[src/rtl/lbcs_consts.svh]
`ifndef LBCS_CONSTS_SVH
`define LBCS_CONSTS_SVH
// Overview of operation
// - With no transfer in progress the bus sits in the idle state.
// - A request taken while idle moves the bus to address state, driving the address.
// - After address, enter data state and move a word only when ready is asserted.
// - Without ready, wait states repeat without limit; the responder must eventually assert ready.
// - A single-word transfer goes to recovery once its word has moved.
// - A burst returns to the data state after each word, one word per clock at most.
// - After the last word of a burst of up to four, enter recovery.
// - After recovery go idle if nothing waits, else straight to address state.
// - Address and data share one set of 32 lines, multiplexed by bus state.
// - Four byte enables with bursts of up to four words give 1 to 16 bytes.
// - I/O is reached through memory addresses with 8, 16 and 32 bit transfers.
// - The sequence assumes one bus master owns the bus.
// - Address state low two lines carry word count minus one.
// - Address strobe asserts in every address state and after each ready within bursts.
// - Four active-low byte enables name the active byte lanes.
`define LBCS_DATA_WIDTH 32
`define LBCS_MAX_WORDS 4
`define LBCS_SIZE_POS 0
`define LBCS_STROBE_IDLE 1'b1
`define LBCS_LANES_IDLE 4'hf
`endif

[src/rtl/lbcs_pkg.sv]
package lbcs_pkg;
  typedef enum logic [2:0] {
    IDLE_STATE,
    ADDRESS_PHASE_STATE,
    DATA_PHASE_STATE,
    WAIT_PHASE_STATE,
    RECOVERY_STATE
  } lbcs_state_type;
endpackage

[src/rtl/lbcs_sequencer.sv]
`include "lbcs_consts.svh"
// Bus cycle sequencer for the multiplexed 32-bit local bus, single master only.
// Each bus state lasts one clock; the pins are registered copies of what the
// state being entered needs, so no pin glitches between states.
module lbcs_sequencer #(
  parameter int WORDS = `LBCS_MAX_WORDS
) (
  input wire logic core_clk,
  input wire logic srst,
  // Transfer request from the core.
  input wire logic reqValid,
  output logic reqReady,
  input wire logic reqWrite,
  input wire logic [29:0] reqWordAddr,
  input wire logic [1:0] reqSizeCode,
  input wire logic [15:0] reqByteEnables,
  input wire logic [127:0] reqWriteData,
  // Read words back to the core through the buffer.
  output logic rdValid,
  input wire logic rdReady,
  output logic [31:0] rdData,
  // Bus pins.
  input wire logic [31:0] sharedAddrDataIn,
  output logic [31:0] sharedAddrDataOut,
  output logic sharedAddrDataOe,
  output logic addressStrobe_n,
  output logic [3:0] byteLaneEnable_n,
  output logic writeNotRead,
  output logic dataEnable_n,
  input wire logic ready_n,
  output logic [2:0] busState
);
  // Bus state and the captured request.
  logic [2:0] state;
  logic [2:0] next_state;
  logic [1:0] wordIdx;
  logic [1:0] next_wordIdx;
  logic [1:0] lastIdx;
  logic [1:0] next_lastIdx;
  logic isWrite;
  logic next_isWrite;
  logic [29:0] addr;
  logic [29:0] next_addr;
  logic [15:0] bes;
  logic [15:0] next_bes;
  logic [127:0] wdata;
  logic [127:0] next_wdata;
  logic [31:0] next_out;
  logic next_oe;
  logic next_strobe_n;
  logic [3:0] next_lanes_n;
  logic next_den_n;
  logic next_reqReady;
  // Handshake between the bus side and the read buffer.
  logic wordDone;
  logic bufReady;
  logic pushRead;

  // Elaboration refuses a burst depth other than four words: the size code on the
  // two low address lines and the 16 lane enables cannot describe anything else.
  if (WORDS != `LBCS_MAX_WORDS) begin : g_wordsCheck
    $error("lbcs_sequencer: only four-word bursts are supported.");
  end

  // Returns the four lane enables for word i of a burst; the same lanes serve
  // 8, 16 and 32 bit accesses, so memory-mapped devices need nothing else.
  function automatic logic [3:0] pickLanes(input logic [15:0] all, input logic [1:0] i);
    pickLanes = all[{i, 2'b00} +: 4];
  endfunction

  // True in the states where a word may move on the shared lines.
  function automatic logic inDataPhase(input logic [2:0] s);
    inDataPhase = (s == lbcs_pkg::DATA_PHASE_STATE) || (s == lbcs_pkg::WAIT_PHASE_STATE);
  endfunction

  // True in the states from which a new request may be taken.
  function automatic logic canTake(input logic [2:0] s);
    canTake = (s == lbcs_pkg::IDLE_STATE) || (s == lbcs_pkg::RECOVERY_STATE);
  endfunction

  // A read word completes only when the buffer can take it, so a stalled
  // consumer stretches the bus with wait states rather than losing data.
  // The price is that a slow consumer also holds the bus away from writes.
  assign wordDone = !ready_n && (isWrite || bufReady);
  assign pushRead = inDataPhase(state) && wordDone && !isWrite;

  // Next state and the captured request; every state lasts one clock.
  always_comb begin
    next_state = state;
    next_wordIdx = wordIdx;
    next_lastIdx = lastIdx;
    next_isWrite = isWrite;
    next_addr = addr;
    next_bes = bes;
    next_wdata = wdata;
    case (lbcs_pkg::lbcs_state_type'(state))
      lbcs_pkg::IDLE_STATE: begin
        if (reqValid) begin
          next_state = lbcs_pkg::ADDRESS_PHASE_STATE;
        end
      end
      lbcs_pkg::ADDRESS_PHASE_STATE: begin
        // The address state never waits; ready is only looked at in data states.
        next_state = lbcs_pkg::DATA_PHASE_STATE;
      end
      lbcs_pkg::DATA_PHASE_STATE, lbcs_pkg::WAIT_PHASE_STATE: begin
        // A read that the buffer cannot take looks like a missing ready, so the
        // bus waits instead of dropping the word.
        if (!wordDone) begin
          next_state = lbcs_pkg::WAIT_PHASE_STATE;
        end else if (wordIdx == lastIdx) begin
          next_state = lbcs_pkg::RECOVERY_STATE;
        end else begin
          next_state = lbcs_pkg::DATA_PHASE_STATE;
          next_wordIdx = wordIdx + 2'd1;
        end
      end
      lbcs_pkg::RECOVERY_STATE: begin
        // Recovery always lasts one clock, even with a request already waiting.
        next_state = reqValid ? lbcs_pkg::ADDRESS_PHASE_STATE : lbcs_pkg::IDLE_STATE;
      end
      default: begin
        next_state = lbcs_pkg::IDLE_STATE;
      end
    endcase
    // Capture the request as the address state is entered.
    // The whole request is copied here so the core may change its inputs as soon
    // as it has been taken; later words read only these copies.
    if (reqReady && reqValid) begin
      next_isWrite = reqWrite;
      next_addr = reqWordAddr;
      next_lastIdx = reqSizeCode;
      next_bes = reqByteEnables;
      next_wdata = reqWriteData;
      next_wordIdx = 2'd0;
    end
  end

  // Pin values for the state being entered, so outputs come from flip-flops.
  // Idle and recovery release the shared lines and park every strobe high.
  always_comb begin
    next_out = '0;
    next_oe = 1'b0;
    next_strobe_n = `LBCS_STROBE_IDLE;
    next_lanes_n = `LBCS_LANES_IDLE;
    next_den_n = 1'b1;
    // Taking a request is decided from the state being entered, so the ready
    // output is a flop that agrees with the state register on every clock.
    next_reqReady = canTake(next_state);
    case (lbcs_pkg::lbcs_state_type'(next_state))
      lbcs_pkg::ADDRESS_PHASE_STATE: begin
        next_out = {next_addr, next_lastIdx};
        next_oe = 1'b1;
        next_strobe_n = 1'b0;
        next_lanes_n = ~pickLanes(next_bes, 2'd0);
      end
      lbcs_pkg::DATA_PHASE_STATE, lbcs_pkg::WAIT_PHASE_STATE: begin
        next_out = next_wdata[{next_wordIdx, 5'd0} +: 32];
        next_oe = next_isWrite;
        next_den_n = 1'b0;
        next_lanes_n = ~pickLanes(next_bes, next_wordIdx);
        // A new strobe marks each burst word that follows a completed one.
        next_strobe_n = !(state != lbcs_pkg::ADDRESS_PHASE_STATE && wordDone);
      end
      default: begin
        next_out = '0;
      end
    endcase
  end

  // Registers only. Reset is synchronous and parks every pin at its inactive
  // level, with the bus idle and ready for the first request.
  always_ff @(posedge core_clk) begin
    if (srst) begin
      state <= lbcs_pkg::IDLE_STATE;
      wordIdx <= 2'd0;
      lastIdx <= 2'd0;
      isWrite <= 1'b0;
      addr <= '0;
      bes <= '0;
      wdata <= '0;
      sharedAddrDataOut <= '0;
      sharedAddrDataOe <= 1'b0;
      addressStrobe_n <= `LBCS_STROBE_IDLE;
      byteLaneEnable_n <= `LBCS_LANES_IDLE;
      dataEnable_n <= 1'b1;
      writeNotRead <= 1'b0;
      busState <= 3'd0;
      reqReady <= 1'b1;
    end else begin
      state <= next_state;
      wordIdx <= next_wordIdx;
      lastIdx <= next_lastIdx;
      isWrite <= next_isWrite;
      addr <= next_addr;
      bes <= next_bes;
      wdata <= next_wdata;
      sharedAddrDataOut <= next_out;
      sharedAddrDataOe <= next_oe;
      addressStrobe_n <= next_strobe_n;
      byteLaneEnable_n <= next_lanes_n;
      dataEnable_n <= next_den_n;
      writeNotRead <= next_isWrite;
      busState <= next_state;
      reqReady <= next_reqReady;
    end
  end

  // Read words leave through a two-entry buffer, so one stalled cycle of the
  // consumer never costs a word that the bus has already moved.

  lbcs_skid_buffer #(
    .WIDTH(32)
  ) u_readBuffer (
    .core_clk(core_clk),
    .srst(srst),
    .inValid(pushRead),
    .inReady(bufReady),
    .inData(sharedAddrDataIn),
    .outValid(rdValid),
    .outReady(rdReady),
    .outData(rdData)
  );
endmodule

[src/rtl/lbcs_skid_buffer.sv]
// Two-entry buffer: the sender side ready depends only on occupancy, so no word is
// lost when the receiver stalls.
module lbcs_skid_buffer #(
  parameter int WIDTH = 32
) (
  input wire logic core_clk,
  input wire logic srst,
  input wire logic inValid,
  output logic inReady,
  input wire logic [WIDTH-1:0] inData,
  output logic outValid,
  input wire logic outReady,
  output logic [WIDTH-1:0] outData
);
  logic [WIDTH-1:0] slot [2];
  logic [1:0] count;
  logic [1:0] next_count;
  logic [WIDTH-1:0] next_slot0;
  logic [WIDTH-1:0] next_slot1;
  logic doPush;
  logic doPop;
  logic validReg;

  // Elaboration refuses a width that the slots cannot hold.
  if (WIDTH < 1) begin : g_widthCheck
    $error("lbcs_skid_buffer: WIDTH must be positive.");
  end

  // Occupancy and slot shifting; slot 0 is always the head.
  always_comb begin
    doPush = inValid && (count != 2'd2);
    doPop = (count != 2'd0) && outReady;
    next_count = count;
    next_slot0 = slot[0];
    next_slot1 = slot[1];
    if (doPush && !doPop) begin
      next_count = count + 2'd1;
    end else if (doPop && !doPush) begin
      next_count = count - 2'd1;
    end
    if (doPop) begin
      next_slot0 = slot[1];
    end
    if (doPush) begin
      if (next_count == 2'd1 || (doPop && count == 2'd1)) begin
        next_slot0 = inData;
      end else begin
        next_slot1 = inData;
      end
    end
  end

  // Registers only.
  always_ff @(posedge core_clk) begin
    if (srst) begin
      count <= 2'd0;
      validReg <= 1'b0;
      slot[0] <= '0;
      slot[1] <= '0;
    end else begin
      count <= next_count;
      validReg <= (next_count != 2'd0);
      slot[0] <= next_slot0;
      slot[1] <= next_slot1;
    end
  end

  assign inReady = (count != 2'd2);
  // Valid has a flop of its own so that the port is registered; it always equals count != 0.
  assign outValid = validReg;
  assign outData = slot[0];
endmodule

[config.mk]
export PLATFORM = sky130hd
export DESIGN_NAME = lbcs_sequencer
export DESIGN_NICKNAME = d
export VERILOG_FILES = /design/src/rtl/lbcs_pkg.sv /design/src/rtl/lbcs_sequencer.sv /design/src/rtl/lbcs_skid_buffer.sv
export VERILOG_INCLUDE_DIRS = /design/src /design/src/rtl
export SDC_FILE = /design/constraint.sdc
export NUM_CORES = 1
export LEC_CHECK = 0
export ABC_AREA = 1
export BUFFER_PORTS_ARGS = -buffer_cell sky130_fd_sc_hd__buf_4
export CAP_MARGIN = 20
export CORE_MARGIN = 5
export CORE_UTILIZATION = 40
export DETAILED_ROUTE_END_ITERATION = 6
export PLACE_DENSITY = 0.64
export SYNTH_ARGS = -nofsm -noshare
export SYNTH_HDL_FRONTEND = slang
export SYNTH_HIERARCHICAL = 1
export SYNTH_SLANG_ARGS = --single-unit
[constraint.sdc]
create_clock -name core_clk -period 2.4 [get_ports core_clk]
set_clock_uncertainty 0.15 [all_clocks]
set_input_delay 0.24 -clock core_clk [delete_from_list [all_inputs] [get_ports core_clk]]
set_output_delay 0.24 -clock core_clk [all_outputs]
set_load 0.01 [all_outputs]
# After elaboration in Yosys (flattened, before gate mapping)
# Memory sizes are Yosys's and may differ from the RTL's.
# Index checks and enable logic that the tools add are counted.
[op_classes]
n_addsub = 3
multipliers = 0
div_mod_pow = 0
order_cmp = 0
n_eq_ne = 13
shifts = 2
mux = 31
n_bitwise = 4
n_reduce_logical = 25
[ops]
columns = ["operator", "n"]
rows = [
  ["$mux W32", 7],
  ["$mux W128", 1],
  ["$shiftx A128 B8 Y32", 1],
  ["$pmux W32 S2", 1],
  ["$mux W30", 1],
  ["$mux W16", 1],
  ["$shiftx A16 B5 Y4", 1],
  ["$mux W2", 7],
  ["$eq A3 B2 Y1 const B", 4],
  ["$pmux W3 S4", 1],
  ["$logic_and A1 B1 Y1", 10],
  ["$mux W3", 3],
  ["$not A4 Y4", 2],
  ["$pmux W4 S2", 1],
  ["$eq A3 B1 Y1 const B", 2],
  ["$eq A3 B3 Y1 const B", 2],
  ["$logic_not A3 Y1", 2],
  ["$mux W1", 6],
  ["$logic_not A1 Y1", 5],
  ["$add A2 B1 Y2 const B", 2],
  ["$eq A2 B1 Y1 const B", 2],
  ["$logic_or A1 B1 Y1", 4],
  ["$pmux W1 S2", 2],
  ["$reduce_bool A2 Y1", 2],
  ["other kinds (6)", 8],
]
[word_totals]
regBits = 225
latchBits = 0
mem_bits_rw = 64
rom_bits = 0
inputBits = 214
out_inout_bits = 77
elab_cells = 94
memories = 1
[memory_table]
columns = ["name", "depth", "width", "rd", "rd_clocked_by_memory_dff", "wr", "line_no", "rtl"]
rows = [
  ["u_readBuffer.slot", 2, 32, 2, 0, 2, "lbcs_skid_buffer.sv:15", "logic [WIDTH-1:0] slot [2];"],
]

# Logic depth before layout (Yosys ltp)
[depth]
ltp_word = 15
depth_mapped = 18
depth_no_buf = 17

# By module
# Netlist, hierarchy kept.
[modules_own_cells]
columns = ["module", "n_inst", "cells_each", "area_per_inst_um2", "seq_area_each_um2"]
rows = [
  ["lbcs_sequencer", 1, 1490, 10121.0, 4444.3],
  ["lbcs_skid_buffer", 1, 526, 3442.1, 1341.3],
]

# Worst setup path before layout
# Ideal clock, no wire load.
[synth_timing]
kind = "register -> register"
startpoint = "reg u_readBuffer.count[0]"
endpoint = "mem u_readBuffer.slot[0][0]"
setup_time_ns = 0.115
arrival_ns = 2.142
required_time_ns = 2.135
slack_ns = -0.007
stages_incl_launch_ff = 18
n_path_buf = 1
synth_period_minus_slack_ns = 2.407
cell_sequence = "dfxtp_1 inv_1 ha_1 inv_2 o21bai_2 nor3_1 inv_2 nor2_8 nand2_1 nand2_2 nor2_2 nor2_4 nand2_2 nand2_4 buf_2 nand3b_1 nand2_1 nor2_1"
[synth_rtl]
columns = ["item", "line_no", "rtl"]
rows = [
  ["start, declared", "lbcs_skid_buffer.sv:16", "logic [1:0] count;"],
  ["start signal, assigned", "lbcs_skid_buffer.sv:61", "count <= next_count;"],
  ["end, declared", "lbcs_skid_buffer.sv:15", ""],
]

==> impl_metrics.env <==
export IMPL_crit_arrival_ps=2720
export IMPL_cts_tree="built"
export IMPL_startpoint="u_readBuffer/count[0]"
export IMPL_fmaxAchievable_mhz=406
export IMPL_ys_seq_area_frac=0.427
export IMPL_yosysUniqueCellTypes=28
export IMPL_syn_to_final_growth_pct=45.5
export IMPL_violations="negative setup slack"
export IMPL_multiInputGateArea_mm2=0.00597
export IMPL_clk_latency_ps=510
export IMPL_hp_class="in2reg"
export IMPL_yosys_warnings=6
export IMPL_power_mw=14.5
export IMPL_r2r_start="u_readBuffer/count[0]"
export IMPL_worst_pin_slew_ps=715
export IMPL_grt_overflow_total=0
export IMPL_p_per_area_mw_per_mm2=733
export IMPL_firstDrtPassIters=5
export IMPL_slew_headroom=0.523
export IMPL_synth_top_cell_area_share=0.427
export IMPL_p_leak_nw=9.74
export IMPL_grt_pass1_wl_mm=67.1
export IMPL_grt_pass1_vias=13300
export IMPL_drive_gt1_frac=0.190
export IMPL_regToRegSetupSlack_ps=-70
export IMPL_fillerInstances=3009
export IMPL_post_drt_wl_per_cell_um=14.8
export IMPL_synth_top_family_by_area="simple AND/OR/NAND/NOR gates"
export IMPL_cts_made_buffers=34
export IMPL_hold_depth=5
export IMPL_coreArea_mm2=0.0335
export IMPL_clk_path_buf_depth=3
export IMPL_path_class="reg2reg"
export IMPL_crit_path_start_kind="register"
export IMPL_synth_area_mm2=0.0136
export IMPL_setup_viol=35
export IMPL_synth_seq_cells=289
export IMPL_die_w_um=194
export IMPL_initial_core_util=0.404
export IMPL_period_minus_slack_ps=2470
export IMPL_rsz0062_at_grt="true"
export IMPL_period_share=1.03
export IMPL_ys_async_sr_fraction=0
export IMPL_ant_nets=0
export IMPL_min_from="ready_n"
export IMPL_syn_num_nets=2233
export IMPL_synth_simple_area_share=0.312
export IMPL_pin_count=291
export IMPL_worst_slack_ps=-65.3
export IMPL_clk_pin_slew_ps=60
export IMPL_reg2reg_depth=17
export IMPL_wirelength_mm=43.2
export IMPL_cts_sinks=289
export IMPL_synth_adder_area_share=0.00277
export IMPL_synthFlopType="dfxtp_1"
export IMPL_die_h_um=194
export IMPL_drt_iter0_markers=864
export IMPL_seqCellArea_mm2=0.00579
export IMPL_root_buffer="clkbuf_16"
export IMPL_synthMuxAreaShare=0.00664
export IMPL_maxSlewViolCount=0
export IMPL_outcome="finished with violations"
export IMPL_reg2reg_to="u_readBuffer/slot[0][21]"
export IMPL_crit_required_ps=2650
export IMPL_drt_vias_per_instance=4.78
export IMPL_synth_xor_area_frac=0
export IMPL_synth_cells=2016
export IMPL_place_gp_congestion=0.813
export IMPL_cts_max_level=2
export IMPL_timing_hold_ws_ps=52.3
export IMPL_synth_edf_count=0
export IMPL_maxCapViolCount=0
export IMPL_hold_viol_final=0
export IMPL_vias=14000
export IMPL_cp_max_fo=7
export IMPL_num_rows=67
export IMPL_drcViolationCount=0
export IMPL_synth_compound_area_frac=0.0977
export IMPL_hold_path_endpoint="state[2]"
export IMPL_critical_path_endpoint_type="register"
export IMPL_track_usage=0.212
export IMPL_die_area_mm2=0.0377
export IMPL_grt_max_degree=121
export IMPL_finish_net_count=2661
export IMPL_io_buffers=290
export IMPL_yosys_top_cells_area="dfxtp_1 (43%), nand2_1 (13%), inv_1 (9.2%)"
export IMPL_synth_area_leader_cell="dfxtp_1"
export IMPL_postSynthAreaPerCell_um2=6.73
export IMPL_peakVddDrop_v=0.000538
export IMPL_antenna_found_initial=4
export IMPL_dp_hpwl_mm=26.2
export IMPL_post_place_ws_ps=30.7
==> flip-flops by register name, summed over array words and instances, names as in the netlist <==
signal and count:
u_readBuffer/count 2, u_readBuffer/outValid 1, sharedAddrDataOut 32, u_readBuffer/slot 64, reqReady 1, addr 30
bes 16, dataEnable_n 1, wordIdx 2, sharedAddrDataOe 1, wdata 128, isWrite 1
addressStrobe_n 1, byteLaneEnable_n 4, lastIdx 2, state 3
==> where the power goes <==
group	internal (mW)	total (mW)	switching (mW)	leakage, nW
registers	5.29	5.46	0.167	2.38
logic	1.64	3.72	2.08	6.79
clock network	3.23	5.30	2.07	0.576
total	10.2	14.5	4.31	9.74
==> layout by cell type (no fill, tap or decap), drive strengths merged <==
master | netlist | routed
a31oi | 1 | 1
ha | 3 | 3
nor2 | 272 | 272
clkinv | 0 | 5
clkbuf | 55 | 55
a21oi | 55 | 55
nand3b | 21 | 21
mux2i | 9 | 9
nand2 | 474 | 477
dfxtp | 289 | 289
buf | 109 | 336
o21a | 64 | 64
o22ai | 1 | 1
o21bai | 1 | 1
dlygate4sd3 | 0 | 211
inv | 335 | 337
clkinvlp | 0 | 2
diode | 0 | 5
o21ai | 109 | 109
nand3 | 144 | 145
nor3 | 1 | 1
bufinv | 0 | 2
nand4 | 73 | 73
==> Yosys cell counts (all sizes together), types with 3 or more instances <==
master	count
inv	335
nand3b	21
mux2i	9
o21ai	109
nand3	144
clkbuf	55
nor2	272
dfxtp	289
o21a	64
nand2	474
buf	109
a21oi	55
nand4	73
ha	3
==> final cells by class <==
class | instances | area share
multi-input cells | 1232 | 0.303
flip-flops and latches | 289 | 0.293
repair buffers | 552 | 0.252
inverters | 335 | 0.0638
clock buffers | 50 | 0.0527
well taps | 448 | 0.0284
clock inverters | 11 | 0.00653
diodes | 5 | 0.000634
==> logic make-up after synthesis <==
| kind of cell | count (synthesis) |
|---|---|
| adders and majority gates | 3 |
| DFF | 289 |
| AOI/OAI and AO/OA | 231 |
| and+or+nand+nor | 985 |
| muxes | 9 |
| buffers and inverters | 499 |
==> critical path, cell delays in order, from the launching register on <==
cell and delay [ps]:
dfxtp_2 350, inv_2 60, ha_4 160, inv_4 60, o21bai_4 70, nor3_4 220, inv_2 90, nor2_8 150
nand2_4 80, nand2_4 90, nor2_4 50, nor2_4 140, nand2_4 130, nand2_8 160, buf_4 160, nand3b_1 80
nand2_1 100, nor2_1 40
==> routing by layer <==
metal / share of wire / wire length, um / vias up / GRT usage
li1: - / - / 7046 / -
met1: 0.42 / 18300 / 6403 / 0.273
met2: 0.48 / 20700 / 429 / 0.360
met3: 0.069 / 3000 / 84 / 0.0417
met4: 0.027 / 1150 / 2 / 0.0625
met5: 0.00025 / 11 / - / 0
==> through the flow <==
stage          instance area, um2  TNS, ps  std cells  utilization
6_report                    19700     -854       2922        0.589
5_1_grt                     19700    -7070       2920        0.589
4_1_cts                     19300        0       2901        0.574
3_5_place_dp                16000        0       2629        0.476
3_3_place_gp                16000        0       2629        0.476
2_1_floorplan               13600        0       2016            -
==> repair_timing <==
action | CTS | global route
pin swaps | 0 | 15
hold endpoints to repair | 281 | 0
gates resized for setup | 2 | 67
setup buffers | 0 | 4
endpoints found under the setup margin | 1 | 86
cloned | 0 | 12
hold buffers | 211 | 0
==> worst max-delay path by stage <==
| stage | to | depth (start not counted) |
|---|---|---|
| final | u_readBuffer/slot[0][21] | 17 |
| after detailed placement | u_readBuffer/slot[0][29] | 16 |
| after global placement | u_readBuffer/slot[0][4] | 17 |
| after CTS | u_readBuffer/slot[0][27] | 17 |
| after global routing | u_readBuffer/slot[0][58] | 17 |
| after floorplan | u_readBuffer/slot[0][0] | 17 |
No activity file was read; power rests on OpenSTA's default activity.
